## src/inc/fac_pkg.sv

```systemverilog
`default_nettype none
package fac_pkg;
    // Byte register subaddresses
    localparam logic [7:0] ADDR_CPF0  = 8'h30;
    localparam logic [7:0] ADDR_CPF1  = 8'h31;
    localparam logic [7:0] ADDR_CPF2  = 8'h32;
    localparam logic [7:0] ADDR_INC0  = 8'h34;
    localparam logic [7:0] ADDR_INC1  = 8'h35;
    localparam logic [7:0] ADDR_INC2  = 8'h36;
    localparam logic [7:0] ADDR_SERIAL_BIT_CLOCK_DIVIDER  = 8'h38;
    localparam logic [7:0] ADDR_CHANNEL_CLOCK_DIVIDER = 8'h39;
    localparam logic [7:0] ADDR_CTRL  = 8'h3A;
    // Field widths
    localparam int CPF_W  = 18;
    localparam int INC_W  = 22;
    localparam int ACC_W  = 23;
    localparam int DIV_W  = 6;
    localparam int CORR_W = 8;
    // Control register bit positions
    localparam int CTRL_PLL_OPEN   = 3;
    localparam int CTRL_VREF_EXT   = 2;
    localparam int CTRL_LR_PHASE   = 1;
    localparam int CTRL_SCLK_PHASE = 0;
    localparam int CTRL_LOCKED     = 7;
    // Reset values and trim limits
    localparam logic [7:0]        RST_BYTE = 8'h00;
    localparam logic [DIV_W-1:0]  RST_DIV  = 6'h00;
    localparam logic [CORR_W-1:0] CORR_MAX = 8'h7F;
    localparam logic [CORR_W-1:0] CORR_MIN = 8'h80;
    // Frequency loop states, Gray coded along open, acquire, track
    typedef enum logic [1:0] {
        LOOP_OPEN  = 2'b00,
        LOOP_ACQ   = 2'b01,
        LOOP_TRACK = 2'b11
    } fac_loop_t;
endpackage : fac_pkg
`default_nettype wire

```

## src/fac_audio_clock.sv

```systemverilog
`default_nettype none
module fac_audio_clock (
    input  wire logic       CLK,                    // Crystal reference
    input  wire logic       RESETN,                 // Sync reset, low
    input  wire logic [7:0] REG_ADDR,               // Subaddress
    input  wire logic [7:0] REG_WDATA,              // Write byte
    input  wire logic       REG_WE,                 // Write strobe
    output logic      [7:0] REG_RDATA,              // Read byte
    input  wire logic       INT_VREF,               // Internal vertical
    input  wire logic       EXT_VREF,               // External vertical
    input  wire logic       MASTER_CLOCK_IN,        // Divider clock input
    output logic            AUDIO_MASTER_CLOCK_OUT, // Synthesized clock
    output logic            SERIAL_BIT_CLOCK,       // Serial bit clock
    output logic            LEFT_RIGHT_CLOCK        // Channel clock
);
    localparam int CW = fac_pkg::CORR_W;

    logic [7:0]  cpf0_q, cpf1_q, cpf2_q, inc0_q, inc1_q, inc2_q;
    logic [fac_pkg::DIV_W-1:0] serial_divider_q, channel_divider_q;
    logic [3:0]  ctrl_q;
    logic [7:0]  rdata_d;
    logic [fac_pkg::CPF_W-1:0] clocks_per_field;
    logic [fac_pkg::INC_W-1:0] nominal_increment;
    logic pll_open_select, vertical_ref_select;
    logic channel_clock_phase, serial_clock_phase;
    logic [fac_pkg::ACC_W-1:0] acc_q, acc_d, inc_eff;
    logic [CW-1:0] corr_q, corr_d;
    logic [fac_pkg::CPF_W-1:0] cnt_q, cnt_d;
    logic vref, vref_q, vref_edge, mclk_rise;
    logic cnt_low, cnt_high, locked;
    fac_pkg::fac_loop_t loop_q, loop_d;
    logic mxi_q, mxi_rise, mxi_fall, sclk_edge;
    logic sclk_toggle, lr_edge, lr_enable;
    logic [fac_pkg::DIV_W-1:0] lr_term;

    // Fields assembled from the byte registers
    assign clocks_per_field    = {cpf2_q[1:0], cpf1_q, cpf0_q};
    assign nominal_increment   = {inc2_q[5:0], inc1_q, inc0_q};
    assign pll_open_select     = ctrl_q[fac_pkg::CTRL_PLL_OPEN];
    assign vertical_ref_select = ctrl_q[fac_pkg::CTRL_VREF_EXT];
    assign channel_clock_phase = ctrl_q[fac_pkg::CTRL_LR_PHASE];
    assign serial_clock_phase  = ctrl_q[fac_pkg::CTRL_SCLK_PHASE];

    // Register file writes; unmapped subaddresses are ignored
    always_ff @(posedge CLK) begin
        if (!RESETN) begin
            cpf0_q <= fac_pkg::RST_BYTE;
            cpf1_q <= fac_pkg::RST_BYTE;
            cpf2_q <= fac_pkg::RST_BYTE;
            inc0_q <= fac_pkg::RST_BYTE;
            inc1_q <= fac_pkg::RST_BYTE;
            inc2_q <= fac_pkg::RST_BYTE;
            serial_divider_q  <= fac_pkg::RST_DIV;
            channel_divider_q <= fac_pkg::RST_DIV;
            ctrl_q <= 4'h0;
        end else if (REG_WE) begin
            if (REG_ADDR == fac_pkg::ADDR_CPF0) cpf0_q <= REG_WDATA;
            else if (REG_ADDR == fac_pkg::ADDR_CPF1) cpf1_q <= REG_WDATA;
            else if (REG_ADDR == fac_pkg::ADDR_CPF2) cpf2_q <= REG_WDATA;
            else if (REG_ADDR == fac_pkg::ADDR_INC0) inc0_q <= REG_WDATA;
            else if (REG_ADDR == fac_pkg::ADDR_INC1) inc1_q <= REG_WDATA;
            else if (REG_ADDR == fac_pkg::ADDR_INC2) inc2_q <= REG_WDATA;
            else if (REG_ADDR == fac_pkg::ADDR_SERIAL_BIT_CLOCK_DIVIDER)
                serial_divider_q <= REG_WDATA[5:0];
            else if (REG_ADDR == fac_pkg::ADDR_CHANNEL_CLOCK_DIVIDER)
                channel_divider_q <= REG_WDATA[5:0];
            else if (REG_ADDR == fac_pkg::ADDR_CTRL)
                ctrl_q <= REG_WDATA[3:0];
        end
    end

    // Read decode; unused bits and unmapped subaddresses read zero
    always_comb begin
        rdata_d = 8'h00;
        if (REG_ADDR == fac_pkg::ADDR_CPF0) rdata_d = cpf0_q;
        else if (REG_ADDR == fac_pkg::ADDR_CPF1) rdata_d = cpf1_q;
        else if (REG_ADDR == fac_pkg::ADDR_CPF2) rdata_d = {6'h00, cpf2_q[1:0]};
        else if (REG_ADDR == fac_pkg::ADDR_INC0) rdata_d = inc0_q;
        else if (REG_ADDR == fac_pkg::ADDR_INC1) rdata_d = inc1_q;
        else if (REG_ADDR == fac_pkg::ADDR_INC2) rdata_d = {2'h0, inc2_q[5:0]};
        else if (REG_ADDR == fac_pkg::ADDR_SERIAL_BIT_CLOCK_DIVIDER)
            rdata_d = {2'h0, serial_divider_q};
        else if (REG_ADDR == fac_pkg::ADDR_CHANNEL_CLOCK_DIVIDER)
            rdata_d = {2'h0, channel_divider_q};
        else if (REG_ADDR == fac_pkg::ADDR_CTRL)
            rdata_d = {locked, 3'h0, ctrl_q};
    end

    // Read data is registered, valid the cycle after the address
    always_ff @(posedge CLK) begin
        if (!RESETN) REG_RDATA <= 8'h00;
        else REG_RDATA <= rdata_d;
    end

    // accumulator runs on the reference clock
    // effective step is nominal plus loop trim
    assign inc_eff = {1'b0, nominal_increment}
                   + {{(fac_pkg::ACC_W-CW){corr_q[CW-1]}}, corr_q};
    assign acc_d     = acc_q + inc_eff;
    assign mclk_rise = !acc_q[fac_pkg::ACC_W-1] && acc_d[fac_pkg::ACC_W-1];

    assign vref      = vertical_ref_select ? EXT_VREF : INT_VREF;
    assign vref_edge = vref && !vref_q;

    // per-field master clock count restarts at each reference
    assign cnt_d = vref_edge ? {{(fac_pkg::CPF_W-1){1'b0}}, mclk_rise}
                 : cnt_q + {{(fac_pkg::CPF_W-1){1'b0}}, mclk_rise};
    // count compared with programmed clocks per field
    assign cnt_low  = cnt_q < clocks_per_field;
    assign cnt_high = cnt_q > clocks_per_field;
    assign locked   = (loop_q == fac_pkg::LOOP_TRACK);

    // Trim ceiling, used by the loop; its check reads CORR_MAX directly
    function automatic logic [CW-1:0] fac_fkg_max();
        fac_fkg_max = fac_pkg::CORR_MAX;
    endfunction : fac_fkg_max

    // trim nudges step once a field toward the target count
    // open loop holds the trim at zero
    always_comb begin
        corr_d = corr_q;
        loop_d = loop_q;
        case (loop_q)
            fac_pkg::LOOP_OPEN: begin
                corr_d = '0;
                if (!pll_open_select) loop_d = fac_pkg::LOOP_ACQ;
            end
            fac_pkg::LOOP_ACQ, fac_pkg::LOOP_TRACK: begin
                if (pll_open_select) begin
                    loop_d = fac_pkg::LOOP_OPEN;
                    corr_d = '0;
                end else if (vref_edge) begin
                    loop_d = (cnt_low || cnt_high) ? fac_pkg::LOOP_ACQ
                                                   : fac_pkg::LOOP_TRACK;
                    if (cnt_low && corr_q != fac_fkg_max())
                        corr_d = corr_q + 8'h01;
                    else if (cnt_high && corr_q != fac_pkg::CORR_MIN)
                        corr_d = corr_q - 8'h01;
                end
            end
            default: begin
                loop_d = fac_pkg::LOOP_OPEN;
                corr_d = '0;
            end
        endcase
    end

    // Synthesizer and loop state
    always_ff @(posedge CLK) begin
        if (!RESETN) begin
            acc_q  <= '0;
            corr_q <= '0;
            cnt_q  <= '0;
            vref_q <= 1'b0;
            loop_q <= fac_pkg::LOOP_OPEN;
            AUDIO_MASTER_CLOCK_OUT <= 1'b0;
        end else begin
            acc_q  <= acc_d;
            corr_q <= corr_d;
            cnt_q  <= cnt_d;
            vref_q <= vref;
            loop_q <= loop_d;
            AUDIO_MASTER_CLOCK_OUT <= acc_q[fac_pkg::ACC_W-1];
        end
    end

    // input usually carries the looped-back master clock
    always_ff @(posedge CLK) begin
        if (!RESETN) mxi_q <= 1'b0;
        else mxi_q <= MASTER_CLOCK_IN;
    end
    assign mxi_rise = MASTER_CLOCK_IN && !mxi_q;
    assign mxi_fall = !MASTER_CLOCK_IN && mxi_q;

    // serial clock advances on chosen master input edge
    assign sclk_edge = serial_clock_phase ? mxi_rise : mxi_fall;

    // half period of divider plus one input edges
    fac_edge_div u_serial_bit_clock_divider (
        .clk     (CLK),
        .rst_n   (RESETN),
        .edge_en (sclk_edge),
        .term    (serial_divider_q),
        .toggle  (sclk_toggle),
        .out_q   (SERIAL_BIT_CLOCK)
    );

    // channel clock steps on chosen bit clock edge
    assign lr_edge = sclk_toggle
                   && (channel_clock_phase ? !SERIAL_BIT_CLOCK
                                           : SERIAL_BIT_CLOCK);
    // half period of divider bit clock edges; zero holds still
    assign lr_enable = lr_edge && (channel_divider_q != fac_pkg::RST_DIV);
    assign lr_term   = channel_divider_q - 6'h01;

    fac_edge_div u_channel_clock_divider (
        .clk     (CLK),
        .rst_n   (RESETN),
        .edge_en (lr_enable),
        .term    (lr_term),
        .toggle  (),
        .out_q   (LEFT_RIGHT_CLOCK)
    );

    a_mclk_follow: assert property (@(posedge CLK) disable iff (!RESETN)
        AUDIO_MASTER_CLOCK_OUT == $past(acc_q[fac_pkg::ACC_W-1], 1))
        else $error("master clock not from accumulator");
    a_open_trim: assert property (@(posedge CLK) disable iff (!RESETN)
        pll_open_select |=> corr_q == '0)
        else $error("trim active in open loop");
    a_field_align: assert property (@(posedge CLK) disable iff (!RESETN)
        vref_edge |=> cnt_q <= 18'h00001)
        else $error("field count not realigned");
    // trim rises when field count is short
    a_trim_up: assert property (@(posedge CLK) disable iff (!RESETN)
        (loop_q != fac_pkg::LOOP_OPEN && !pll_open_select && vref_edge
         && cnt_low && corr_q != fac_pkg::CORR_MAX)
         |=> corr_q == $past(corr_q) + 8'h01)
        else $error("trim did not rise");
    a_lock_match: assert property (@(posedge CLK) disable iff (!RESETN)
        (loop_q != fac_pkg::LOOP_OPEN && !pll_open_select && vref_edge
         && cnt_q == clocks_per_field) |=> locked)
        else $error("no lock on matched count");
    // bit clock changes only on selected edge
    a_sclk_edge: assert property (@(posedge CLK) disable iff (!RESETN)
        $changed(SERIAL_BIT_CLOCK) |-> $past(sclk_edge, 1))
        else $error("bit clock on wrong edge");
    // channel clock changes only on selected bit clock edge
    a_lr_edge: assert property (@(posedge CLK) disable iff (!RESETN)
        $changed(LEFT_RIGHT_CLOCK) |-> $past(lr_enable, 1))
        else $error("channel clock on wrong edge");
    // divider zero toggles on every selected edge
    a_serial_bit_clock_divider_zero: assert property (@(posedge CLK) disable iff (!RESETN)
        (sclk_edge && serial_divider_q == 6'h00)
        |=> $changed(SERIAL_BIT_CLOCK))
        else $error("bit clock not divided by two");
    a_vref_sel: assert property (@(posedge CLK) disable iff (!RESETN)
        vertical_ref_select |-> vref == EXT_VREF)
        else $error("wrong vertical reference");
    // zero channel divider freezes channel clock
    a_lr_hold: assert property (@(posedge CLK) disable iff (!RESETN)
        (channel_divider_q == 6'h00) |=> $stable(LEFT_RIGHT_CLOCK))
        else $error("channel clock moved with zero divider");

    c_sclk_run: cover property (@(posedge CLK) disable iff (!RESETN)
        sclk_toggle);
    c_lr_run: cover property (@(posedge CLK) disable iff (!RESETN)
        $rose(LEFT_RIGHT_CLOCK));
    c_locked: cover property (@(posedge CLK) disable iff (!RESETN)
        $rose(locked));
endmodule : fac_audio_clock
`default_nettype wire

```

## src/fac_edge_div.sv

```systemverilog
`default_nettype none
module fac_edge_div (
    input  wire logic                     clk,      // System clock
    input  wire logic                     rst_n,    // Sync reset, low
    input  wire logic                     edge_en,  // Selected input edge
    input  wire logic [fac_pkg::DIV_W-1:0] term,    // Last count value
    output logic                          toggle,   // Output flips now
    output logic                          out_q     // Divided clock
);
    logic [fac_pkg::DIV_W-1:0] cnt_q;
    logic [fac_pkg::DIV_W-1:0] cnt_d;
    logic                      wrap;

    // Half period spans term+1 input edges
    assign wrap   = (cnt_q >= term);
    assign toggle = edge_en && wrap;
    assign cnt_d  = wrap ? fac_pkg::RST_DIV : cnt_q + 6'h01;

    // Counter and output flip-flop
    always_ff @(posedge clk) begin
        if (!rst_n) begin
            cnt_q <= fac_pkg::RST_DIV;
            out_q <= 1'b0;
        end else if (edge_en) begin
            cnt_q <= cnt_d;
            out_q <= out_q ^ wrap;
        end
    end
endmodule : fac_edge_div
`default_nettype wire

```

## config.mk

```make
export PLATFORM = sky130hd
export DESIGN_NAME = fac_audio_clock
export DESIGN_NICKNAME = d
export VERILOG_FILES = /design/src/inc/fac_pkg.sv /design/src/fac_audio_clock.sv /design/src/fac_edge_div.sv
export SDC_FILE = /design/constraint.sdc
export NUM_CORES = 1
export LEC_CHECK = 0
export BUFFER_PORTS_ARGS = -buffer_cell sky130_fd_sc_hd__buf_2
export CORE_ASPECT_RATIO = 0.7
export CORE_MARGIN = 2
export CORE_UTILIZATION = 45
export DETAILED_ROUTE_END_ITERATION = 12
export SLEW_MARGIN = 20
export SYNTH_ARGS = -nofsm -noshare
export SYNTH_HDL_FRONTEND = slang
export SYNTH_SLANG_ARGS = --single-unit
export TNS_END_PERCENT = 100
```

## constraint.sdc

```tcl
create_clock -name CLK -period 8.6 [get_ports CLK]
set_input_delay 1.72 -clock CLK [delete_from_list [all_inputs] [get_ports CLK]]
set_output_delay 1.72 -clock CLK [all_outputs]
set_load 0.005 [all_outputs]
```

==> results of run 1 <==
cells by family after synthesis:
group                    synth area share [%]
multiplexers                            7.696
AO/OA/AOI/OAI                           16.94
buffers and inverters                   3.739
flip-flops                              32.77
AND/OR/NAND/NOR                         18.88
XOR/XNOR                                4.236
adder cells (fa/ha/maj)                 15.73
registers in the layout, indices dropped and copies added (netlist names), 2 cells and up:
name                              count
cpf1_q                                8
serial_divider_q                      6
REG_RDATA                             8
u_channel_clock_divider.cnt_q         6
corr_q                                8
inc2_q                                6
channel_divider_q                     6
ctrl_q                                4
u_serial_bit_clock_divider.cnt_q      6
loop_q                                2
inc0_q                                8
cnt_q                                18
inc1_q                                8
acc_q                                23
cpf0_q                                8
cpf2_q                                2
stage by stage:
stage               total power (µW)  std cells  instance area [µm²]  setup WS (ns)  hold slack [ns]
finish                          1379       1169                 8964          4.021           0.4709
global route                    1423       1169                 8964          3.702           0.5113
detailed placement             695.9       1140                 8411          4.066           0.4682
floorplan                      673.3        904                 8064          4.708           0.4383
CTS                             1390       1169                 8964          4.035           0.4759
global placement               695.7       1140                 8411          4.073           0.4637
power by group through the flow:
stage / clock (µW) / combinational [µW] / sequential (µW)
finish: 696 / 65.4 / 618
global route: 733 / 71.6 / 618
CTS: 708 / 64.7 / 618
detailed placement: 0 / 64.5 / 631
global placement: 0 / 64.2 / 631
floorplan: 0 / 42.8 / 631
worst min-delay path: cells and delay by family (launching register included):
family           cells  cell delay [ns]
DFF                  1             0.31
and+or+nand+nor      1             0.05
muxes                1             0.05
cells in the mapped netlist, types with 10 or more instances:
| cell | n | share of area, % |
|---|---|---|
| a211oi_1 | 19 | 1.8 |
| a21o_1 | 16 | 1.5 |
| a21oi_1 | 56 | 3.5 |
| clkbuf_1 | 20 | 0.93 |
| dfxtp_1 | 132 | 33 |
| fa_1 | 24 | 6.0 |
| ha_1 | 63 | 9.8 |
| inv_1 | 45 | 2.1 |
| mux2i_1 | 62 | 7.7 |
| nand2_1 | 77 | 3.6 |
| nand2b_1 | 20 | 1.6 |
| nand3_1 | 29 | 1.8 |
| nand4_1 | 10 | 0.78 |
| nor2_1 | 98 | 4.6 |
| nor3_1 | 12 | 0.74 |
| o21ai_0 | 35 | 2.2 |
| or3_1 | 10 | 0.78 |
| xnor2_1 | 17 | 1.8 |
| xor2_1 | 22 | 2.4 |
worst max-delay path by stage:
stage / from / endpoint / cells past startpoint
final: corr_q[7]$_SDFFE_PP0P_ / cnt_q[12]$_SDFF_PP0_ / 13
after floorplan: corr_q[7]$_SDFFE_PP0P_ / cnt_q[15]$_SDFF_PP0_ / 14
after global routing: corr_q[7]$_SDFFE_PP0P_ / cnt_q[17]$_SDFF_PP0_ / 14
after CTS: corr_q[7]$_SDFFE_PP0P_ / cnt_q[8]$_SDFF_PP0_ / 13
after global placement: corr_q[7]$_SDFFE_PP0P_ / cnt_q[15]$_SDFF_PP0_ / 14
after detailed placement: corr_q[7]$_SDFFE_PP0P_ / cnt_q[17]$_SDFF_PP0_ / 14
layout make-up:
cell class	instances	area [µm²]
clock buffers	25	505.5
inverters	47	176.4
fillers	1655	8403
flip-flops and latches	132	2643
well taps	231	289.0
clock inverters	4	47.55
multi-input cells	695	5120
repair buffers	35	182.7
layer usage:
layer	share of wire [%]	routed length (µm)	global-route usage, %
met1	55	11170	36.42
met2	38	7833	30.28
met3	5.5	1116	3.901
met4	1.4	295	7.251
met5	0	0	0
==> flow_metrics.env, run 1 <==
export IMPL_io_pins=33
export IMPL_rsz0062_at_grt="false"
export IMPL_finalHoldViolations=0
export IMPL_postRouteAntennaNets=0
export IMPL_synth_seq_area_share_pct=32.77
export IMPL_fin_nets=1037
export IMPL_startpoint_type="flip-flop"
export IMPL_crit_path_max_incr_delay_ns=1.02
export IMPL_skew_ns=0.009477
export IMPL_critical_path_top_delay_family="adder cells"
export IMPL_syn_area_mm2=0.008064
export IMPL_diodes=0
export IMPL_synth_seq_cells=132
export IMPL_drc=0
export IMPL_grt_usage_pct=22.76
export IMPL_cts_tree="yes"
export IMPL_path_buf_inv=0
export IMPL_power_share_clock_pct=50.4
export IMPL_grt_antenna_before_repair=0
export IMPL_period_minus_slack_ns=4.579
export IMPL_wl_mm=20.41
export IMPL_pwr_density_cell_mw_per_mm2=153.9
export IMPL_syn_avg_cell_area_um2=8.920
export IMPL_seqPwrFrac_pct=44.8
export IMPL_drt_iter0_markers=567
export IMPL_tns_ns=0
export IMPL_worst_pin_slew_ns=1.063
export IMPL_crit_path_cell_trace="fa_1, ha_1, and3_1, or3b_1, o22ai_1, a21o_1, xor2_1, nor2_1, ha_1, ha_1, nand3_1, or3_1, a21oi_1"
export IMPL_synth_ff_type="dfxtp_1"
export IMPL_die_area_mm2=0.01902
export IMPL_mostFrequentLayoutCells="dfxtp_1 (132), nor2_1 (98), nand2_1 (77), ha_1 (63), mux2i_1 (62)"
export IMPL_rows=40
export IMPL_post_cts_setup_buffers=0
export IMPL_die_height_um=116
export IMPL_intPower_uw=1065
export IMPL_reg2reg_slack_ns=4.02
export IMPL_htreeDepth=4
export IMPL_hold_end="u_channel_clock_divider.out_q$_SDFFE_PN0P_"
export IMPL_grt_pass1_vias=5887
export IMPL_chipWidth_um=164
export IMPL_slew_headroom_pct=29.06
export IMPL_p_switching_uw=314.0
export IMPL_vdd_drop_max_mv=0.1377
export IMPL_hold_start="u_channel_clock_divider.out_q$_SDFFE_PN0P_"
export IMPL_crit_top_cell="ha_1"
export IMPL_r2r_start="corr_q[7]$_SDFFE_PP0P_"
export IMPL_synth_distinct_cells=80
export IMPL_rr_worst_depth=13
export IMPL_drv_slew=0
export IMPL_synthArstFlopShare_pct=0
export IMPL_dpl_hpwl_mm=15.05
export IMPL_critical_path_max_fanout=20
export IMPL_io_buffers=32
export IMPL_first_pass_iters=5
export IMPL_cts_path_max_buffers=2
export IMPL_cts_sinks=132
export IMPL_grt_overflow_total=0
export IMPL_grt_pass1_wl_mm=32.94
export IMPL_outcome="completed"
export IMPL_required_ns=8.94
export IMPL_initial_utilization_pct=46.43
export IMPL_hold_path_cell_count=2
export IMPL_synth_cells=904
export IMPL_grt_max_degree=80
export IMPL_layout_commonest_cell="dfxtp_1"
export IMPL_fmax_mhz=218.4
export IMPL_r2r_end="cnt_q[12]$_SDFF_PP0_"
export IMPL_clkSlewWorstSetupHoldPaths_ns=0.05
export IMPL_cts_repair_resized=0
export IMPL_wire_per_inst_um=17.46
export IMPL_fin_util_pct=51.61
export IMPL_cap_violations=0
export IMPL_clockRootBuffer="clkbuf_16"
export IMPL_cts_hold_buf=0
export IMPL_setup_viol=0
export IMPL_switching_share_pct=22.77
export IMPL_endpoint_kind="flip-flop"
export IMPL_slowest_stage="dfxtp_1"
export IMPL_syn_to_final_growth_pct=11.16
export IMPL_drive_gt1_share_pct=9.062
export IMPL_clk_latency_ns=0.43
export IMPL_viasPerCell=5.595
export IMPL_critPathKind="flip-flop to flip-flop"
export IMPL_syn_num_nets=1013
export IMPL_crit_arrival_ns=4.92
export IMPL_design_core_area_mm2=0.01737
export IMPL_combinationalPowerShare_pct=4.7
export IMPL_yosysWarnings=0
export IMPL_cellLeakagePower_uw=0.003880
export IMPL_min_path_type="flip-flop to flip-flop"
export IMPL_timing_final_crit_share_pct=53.25
export IMPL_place_gp_congestion=0.8743
export IMPL_vias=6540
export IMPL_synth_edf_count=0
export IMPL_cts_buffers_inserted=17
Note: power is estimated with default switching activity, not from simulation.
==> run 2, diff against run 1 <==
--- a/config.mk
+++ b/config.mk
@@ -5,6 +5,7 @@
 export SDC_FILE = /design/constraint.sdc
 export NUM_CORES = 1
 export LEC_CHECK = 0
+export ABC_AREA = 1
 export BUFFER_PORTS_ARGS = -buffer_cell sky130_fd_sc_hd__buf_2
 export CORE_ASPECT_RATIO = 0.7
 export CORE_MARGIN = 2
==> constraint.sdc (replaced) <==
create_clock -name CLK -period 4.2 [get_ports CLK]
set_input_delay 0.84 -clock CLK [delete_from_list [all_inputs] [get_ports CLK]]
set_output_delay 0.84 -clock CLK [all_outputs]
set_load 0.005 [all_outputs]
==> run 2 against run 1 <==
Against the previous run:
- first-iteration DRC count down 0.53%
- cell area up 3.0%
- combinational power rose to 3.6 times the previous value
- area after synthesis up 0.20%
- critical path depth is 10 higher
- clock power increased by 110%
- sequential power increased by 110%
- largest cell class unchanged
==> flow_metrics.env, run 2 <==
export IMPL_outcome="completed"
export IMPL_cts_buffers_inserted=17
export IMPL_startpoint_type="flip-flop"
export IMPL_fmax_mhz=260.2
export IMPL_r2r_start="corr_q[7]$_SDFFE_PP0P_"
export IMPL_postRouteAntennaNets=0
export IMPL_cts_tree="yes"
export IMPL_grt_max_degree=61
export IMPL_slowest_stage="fa_1"
export IMPL_grt_pass1_vias=6341
export IMPL_vias=7040
export IMPL_drt_iter0_markers=564
export IMPL_clkSlewWorstSetupHoldPaths_ns=0.06
export IMPL_initial_utilization_pct=46.53
export IMPL_syn_to_final_growth_pct=14.31
export IMPL_ys_top_cells_by_area="dfxtp_1 (33%), ha_1 (9.8%), a21oi_1 (9.0%), nand2_1 (7.3%), fa_1 (5.9%)"
export IMPL_cellLeakagePower_uw=0.003959
export IMPL_critical_path_top_delay_family="simple AND/OR/NAND/NOR gates"
export IMPL_die_height_um=116.1
export IMPL_grt_pass1_wl_mm=34.44
export IMPL_worst_pin_slew_ns=0.7376
export IMPL_rsz0062_at_grt="false"
export IMPL_rr_worst_depth=23
export IMPL_clk_latency_ns=0.42
export IMPL_hold_path_cell_count=2
export IMPL_grt_antenna_before_repair=0
export IMPL_drv_slew=0
export IMPL_place_inst=1311
export IMPL_drc=0
export IMPL_io_pins=33
export IMPL_yosysWarnings=0
export IMPL_synth_ff_type="dfxtp_1"
export IMPL_crit_arrival_ns=4.13
export IMPL_crit_top_cell="nand2_1"
export IMPL_clockRootBuffer="clkbuf_16"
export IMPL_grt_overflow_total=0
export IMPL_synthArstFlopShare_pct=0
export IMPL_skew_ns=0.008932
export IMPL_io_buffers=32
export IMPL_diodes=0
export IMPL_slew_headroom_pct=50.46
export IMPL_crit_path_max_incr_delay_ns=0.45
export IMPL_cts_hold_buf=0
export IMPL_syn_avg_cell_area_um2=7.637
export IMPL_synth_cells=1058
export IMPL_cts_path_max_buffers=2
export IMPL_timing_final_crit_share_pct=91.52
export IMPL_cap_violations=0
export IMPL_endpoint_kind="flip-flop"
export IMPL_mostFrequentLayoutCells="nand2_1 (156), a21oi_1 (144), dfxtp_1 (131), inv_1 (125), o21ai_0 (89)"
export IMPL_yosysTopAreaCell="dfxtp_1"
export IMPL_syn_num_nets=1167
export IMPL_path_buf_inv=3
export IMPL_wl_mm=21.45
export IMPL_layout_commonest_cell="nand2_1"
export IMPL_final_cells=1345
export IMPL_first_pass_iters=7
export IMPL_synth_edf_count=0
export IMPL_reg_largest_list="acc_q x23, cnt_q x18"
export IMPL_synth_cells_most_frequent="nand2_1 (158), a21oi_1 (146), dfxtp_1 (132), inv_1 (125)"
export IMPL_finalHoldViolations=0
export IMPL_viasPerCell=5.234
export IMPL_critical_path_max_fanout=8
export IMPL_tns_ns=0
export IMPL_synth_most_common_cell="nand2_1"
export IMPL_rows=40
export IMPL_grt_usage_pct=23.81
export IMPL_largest_register_ffs=23
export IMPL_synth_distinct_cells=54
export IMPL_place_gp_congestion=0.9132
export IMPL_critPathKind="flip-flop to flip-flop"
export IMPL_required_ns=4.48
export IMPL_vdd_drop_max_mv=0.2530
export IMPL_design_core_area_mm2=0.01737
export IMPL_pwr_density_cell_mw_per_mm2=322.1
export IMPL_htreeDepth=4
export IMPL_synth_seq_cells=132
export IMPL_syn_area_mm2=0.008080
export IMPL_reg2reg_slack_ns=0.36
export IMPL_dpl_hpwl_mm=16.45
export IMPL_die_area_mm2=0.01906
export IMPL_synth_top_cell_area_share_pct=32.70
export IMPL_setup_viol=0
export IMPL_fin_nets=1211
export IMPL_chipWidth_um=164.2
export IMPL_registers_top_by_ff_count="acc_q"
export IMPL_r2r_end="cnt_q[15]$_SDFF_PP0_"
export IMPL_min_path_type="flip-flop to flip-flop"
export IMPL_hold_start="u_channel_clock_divider.out_q$_SDFFE_PN0P_"
export IMPL_crit_path_cell_trace="clkbuf_16, buf_4, fa_1, ha_1, nand2_1, o21ai_0, a21oi_1, nand3_1, nand2_1, nand3b_1, inv_1, ha_2, nand3_1, nor2_2, nand2_1, nor2_2, nand2_1, nor2_2, nand3_2, nor2_2, nand2_1, nor2_1, nor3b_2"
export IMPL_wire_per_inst_um=15.95
export IMPL_period_minus_slack_ns=3.844
export IMPL_cts_sinks=132
export IMPL_startpoint="corr_q[7]$_SDFFE_PP0P_"
export IMPL_synth_seq_area_share_pct=32.70
export IMPL_drive_gt1_share_pct=12.30
export IMPL_hold_end="u_channel_clock_divider.out_q$_SDFFE_PN0P_"
## run 2: worst max-delay path by stage
| stage | endpoint | cells past startpoint |
|---|---|---|
| after floorplan | cnt_q[10]$_SDFF_PP0_ | 19 |
| after global placement | cnt_q[15]$_SDFF_PP0_ | 21 |
| after detailed placement | cnt_q[15]$_SDFF_PP0_ | 21 |
| after CTS | cnt_q[15]$_SDFF_PP0_ | 21 |
| after global routing | cnt_q[15]$_SDFF_PP0_ | 23 |
| final | cnt_q[15]$_SDFF_PP0_ | 23 |
## run 2: logic make-up after synthesis
group	share of synthesized area, %
AO/OA/AOI/OAI	18.91
XOR/XNOR	2.601
adder cells (fa/ha/maj)	15.70
buffers and inverters	7.773
flip-flops	32.70
multiplexers	0.2478
AND/OR/NAND/NOR	22.07
## run 2: final cells by class
type                       instances  area, µm²
fill                            1673       8130
timing repair buffer              46      295.3
multi-input combinational        772       4932
tap                              231      289.0
clock inverter                     7      71.32
sequential                       132       2644
clock buffer                      24      501.7
inverter                         133      503.0
## run 2: per-layer routing
layer	track usage (%)	vias to the layer above	part of all wire, %
met2	32.25	177	39
met5	0	-	0
li1	-	3668	-
met1	37.82	3172	54
met4	6.608	0	1.2
met3	4.474	23	5.9
## run 2: through the flow
step                      setup slack, ns  total power (µW)  area, µm²  utilization, %  hold slack [ns]
after detailed placement           0.1441              1532       8499           48.94           0.4583
after global placement             0.2031              1529       8499           48.94           0.4526
final                              0.3561              2975       9236           53.18           0.4610
after CTS                          0.1020              2984       9072           52.24           0.4655
after global routing              0.01006              3084       9236           53.18           0.4930
after floorplan                    0.3421              1458       8080               -           0.4216
## run 2: tightest hold or removal path: stages (launching register included)
cell	delay [ns]
dfxtp_1	0.30
inv_1	0.06
a21oi_1	0.05
## run 2: where the power goes
| part | switching [µW] | internal, µW | leakage [µW] | total, µW |
|---|---|---|---|---|
| logic | 153 | 83.1 | 0.00262 | 236 |
| registers | 13.2 | 1270 | 0.00107 | 1280 |
| clock network | 565 | 890 | 0.000275 | 1450 |
| total | 732 | 2240 | 0.00396 | 2970 |
## run 2: what timing repair did
action	CTS	global route
gates resized for setup	0	20
setup buffers	0	2
setup endpoints to repair	0	7
endpoints found under the hold margin	0	0
==> run 3, diff against run 2 <==
--- a/config.mk
+++ b/config.mk
@@ -11,6 +11,8 @@
 export CORE_MARGIN = 2
 export CORE_UTILIZATION = 45
 export DETAILED_ROUTE_END_ITERATION = 12
+export PLACE_DENSITY_LB_ADDON = 0.15
+export SKIP_CTS_REPAIR_TIMING = 1
 export SLEW_MARGIN = 20
 export SYNTH_ARGS = -nofsm -noshare
 export SYNTH_HDL_FRONTEND = slang
==> run 3 against run 2 <==
Against the previous run:
- non-clock buffer count down 7
- register-to-register slack worse by 0.09 ns
- wire length about the same
- final cell count down 0.74%
==> flow_metrics.env, run 3 (same netlist as run 2, synthesis figures left out) <==
export IMPL_place_gp_congestion=0.9307
export IMPL_wl_mm=21.45
export IMPL_pwr_density_cell_mw_per_mm2=328.4
export IMPL_fillers=1670
export IMPL_postRouteAntennaNets=0
export IMPL_wire_per_inst_um=16.07
export IMPL_r2r_start="corr_q[7]$_SDFFE_PP0P_"
export IMPL_timing_final_crit_share_pct=93.67
export IMPL_slowest_stage="fa_1"
export IMPL_layout_commonest_cell="nand2_1"
export IMPL_vias=7066
export IMPL_period_minus_slack_ns=3.934
export IMPL_initial_utilization_pct=46.53
export IMPL_grt_max_degree=83
export IMPL_dpl_hpwl_mm=16.26
export IMPL_clkSlewWorstSetupHoldPaths_ns=0.06
export IMPL_grt_pass1_vias=6440
export IMPL_min_path_type="flip-flop to flip-flop"
export IMPL_switching_share_pct=23.39
export IMPL_io_pins=33
export IMPL_rows=40
export IMPL_hold_start="u_channel_clock_divider.out_q$_SDFFE_PN0P_"
export IMPL_critical_path_max_fanout=19
export IMPL_p_total_uw=2998
export IMPL_combinationalPowerShare_pct=7.5
export IMPL_fin_nets=1204
export IMPL_drv_slew=0
export IMPL_cts_sinks=132
export IMPL_crit_path_cell_trace="buf_12, fa_1, ha_1, nand2_1, nor2_1, inv_1, o21ai_0, nand2_1, nand4_1, nand3b_1, inv_1, ha_1, ha_1, nand2_1, nor2_1, inv_1, nor2_2, nand2_1, nor2_1, inv_1, or2_2, a21oi_1"
export IMPL_drive_gt1_share_pct=10.78
export IMPL_fmax_mhz=254.2
export IMPL_grt_overflow_total=0
export IMPL_setup_viol=0
export IMPL_design_core_area_mm2=0.01737
export IMPL_cts_tree="yes"
export IMPL_required_ns=4.55
export IMPL_largest_register_ffs=23
export IMPL_placed_area_mm2=0.008462
export IMPL_chipWidth_um=164.2
export IMPL_grt_usage_pct=23.72
export IMPL_worst_pin_slew_ns=0.7811
export IMPL_skew_ns=0.006882
export IMPL_finalInstanceArea_mm2=0.009130
export IMPL_reg2reg_slack_ns=0.27
export IMPL_startpoint="corr_q[7]$_SDFFE_PP0P_"
export IMPL_grt_antenna_before_repair=0
export IMPL_viasPerCell=5.293
export IMPL_io_buffers=32
export IMPL_cap_violations=0
export IMPL_diodes=0
export IMPL_p_switching_uw=701.4
export IMPL_crit_path_max_incr_delay_ns=0.43
export IMPL_vdd_drop_max_mv=0.2939
export IMPL_clk_latency_ns=0.43
export IMPL_cellLeakagePower_uw=0.003927
export IMPL_drt_iter0_markers=497
export IMPL_finalHoldViolations=0
export IMPL_critical_path_top_delay_family="simple AND/OR/NAND/NOR gates"
export IMPL_drc=0
export IMPL_startpoint_type="flip-flop"
export IMPL_intPower_uw=2297
export IMPL_reg_largest_list="acc_q x23, cnt_q x18"
export IMPL_htreeDepth=4
export IMPL_endpoint_kind="flip-flop"
export IMPL_slew_headroom_pct=47.87
export IMPL_cts_path_max_buffers=2
export IMPL_outcome="completed"
export IMPL_die_area_mm2=0.01906
export IMPL_die_height_um=116.1
export IMPL_registers_top_by_ff_count="acc_q"
export IMPL_clockRootBuffer="clkbuf_16"
export IMPL_crit_arrival_ns=4.28
export IMPL_seqPwrFrac_pct=42.8
export IMPL_syn_to_final_growth_pct=12.99
export IMPL_mostFrequentLayoutCells="nand2_1 (157), a21oi_1 (144), dfxtp_1 (132), inv_1 (125), o21ai_0 (89)"
export IMPL_first_pass_iters=5
export IMPL_path_buf_inv=5
export IMPL_fin_util_pct=52.57
export IMPL_grt_pass1_wl_mm=34.52
export IMPL_critPathKind="flip-flop to flip-flop"
export IMPL_cts_buffers_inserted=17
export IMPL_power_share_clock_pct=49.7
==> run 3: layout make-up <==
class,instances,area [µm²],area share (%)
Timing Repair Buffer,39,225.2,2.467
Sequential cell,132,2643,28.94
Clock buffer,23,467.9,5.125
Clock inverter,5,102.6,1.124
Tap cell,231,289.0,3.166
Multi-Input combinational cell,772,4900,53.67
Inverter,133,503.0,5.509
==> run 3: worst reg2reg max path, stage by stage, from the launching register on <==
cell      delay (ns)
dfxtp_1         0.35
buf_12          0.19
fa_1            0.44
ha_1            0.38
nand2_1         0.14
nor2_1          0.11
inv_1           0.08
o21ai_0         0.24
nand2_1         0.11
nand4_1         0.12
nand3b_1        0.15
inv_1           0.09
ha_1            0.18
ha_1            0.17
nand2_1         0.06
nor2_1          0.09
inv_1           0.06
nor2_2          0.14
nand2_1         0.13
nor2_1          0.16
inv_1           0.09
or2_2           0.27
a21oi_1         0.12
==> run 3: layer usage <==
layer  part of all wire [%]  global-route usage, %
met2                     38                  32.13
met4                    1.6                  6.784
met1                     53                  37.25
met3                    6.8                  4.972
met5                      0                      0
==> run 3: path summary, 6_finish.rpt <==
check / to / depth (start not counted)
min reg2reg: u_channel_clock_divider.out_q$_SDFFE_PN0P_ / 2
max: cnt_q[10]$_SDFF_PP0_ / 22
min: u_channel_clock_divider.out_q$_SDFFE_PN0P_ / 2
max reg2reg: cnt_q[10]$_SDFF_PP0_ / 22
==> run 3: stage by stage <==
stage                     setup TNS, ns  hold slack (ns)  cells  setup slack, ns
after floorplan                       0           0.4216   1058           0.3421
after global placement                0           0.4547   1306           0.2371
after detailed placement              0           0.4598   1306           0.1694
after CTS                             0           0.4704   1334          0.09893
after global routing           -0.02978           0.5009   1335         -0.01802
final                                 0           0.4613   1335           0.2657
==> run 3: power groups by stage <==
| stage | registers (µW) | clock network, µW | logic, µW |
|---|---|---|---|
| floorplan | 1310 | 0 | 149 |
| global placement | 1310 | 0 | 215 |
| detailed placement | 1310 | 0 | 216 |
| CTS | 1280 | 1510 | 219 |
| global route | 1290 | 1570 | 255 |
| finish | 1280 | 1490 | 226 |
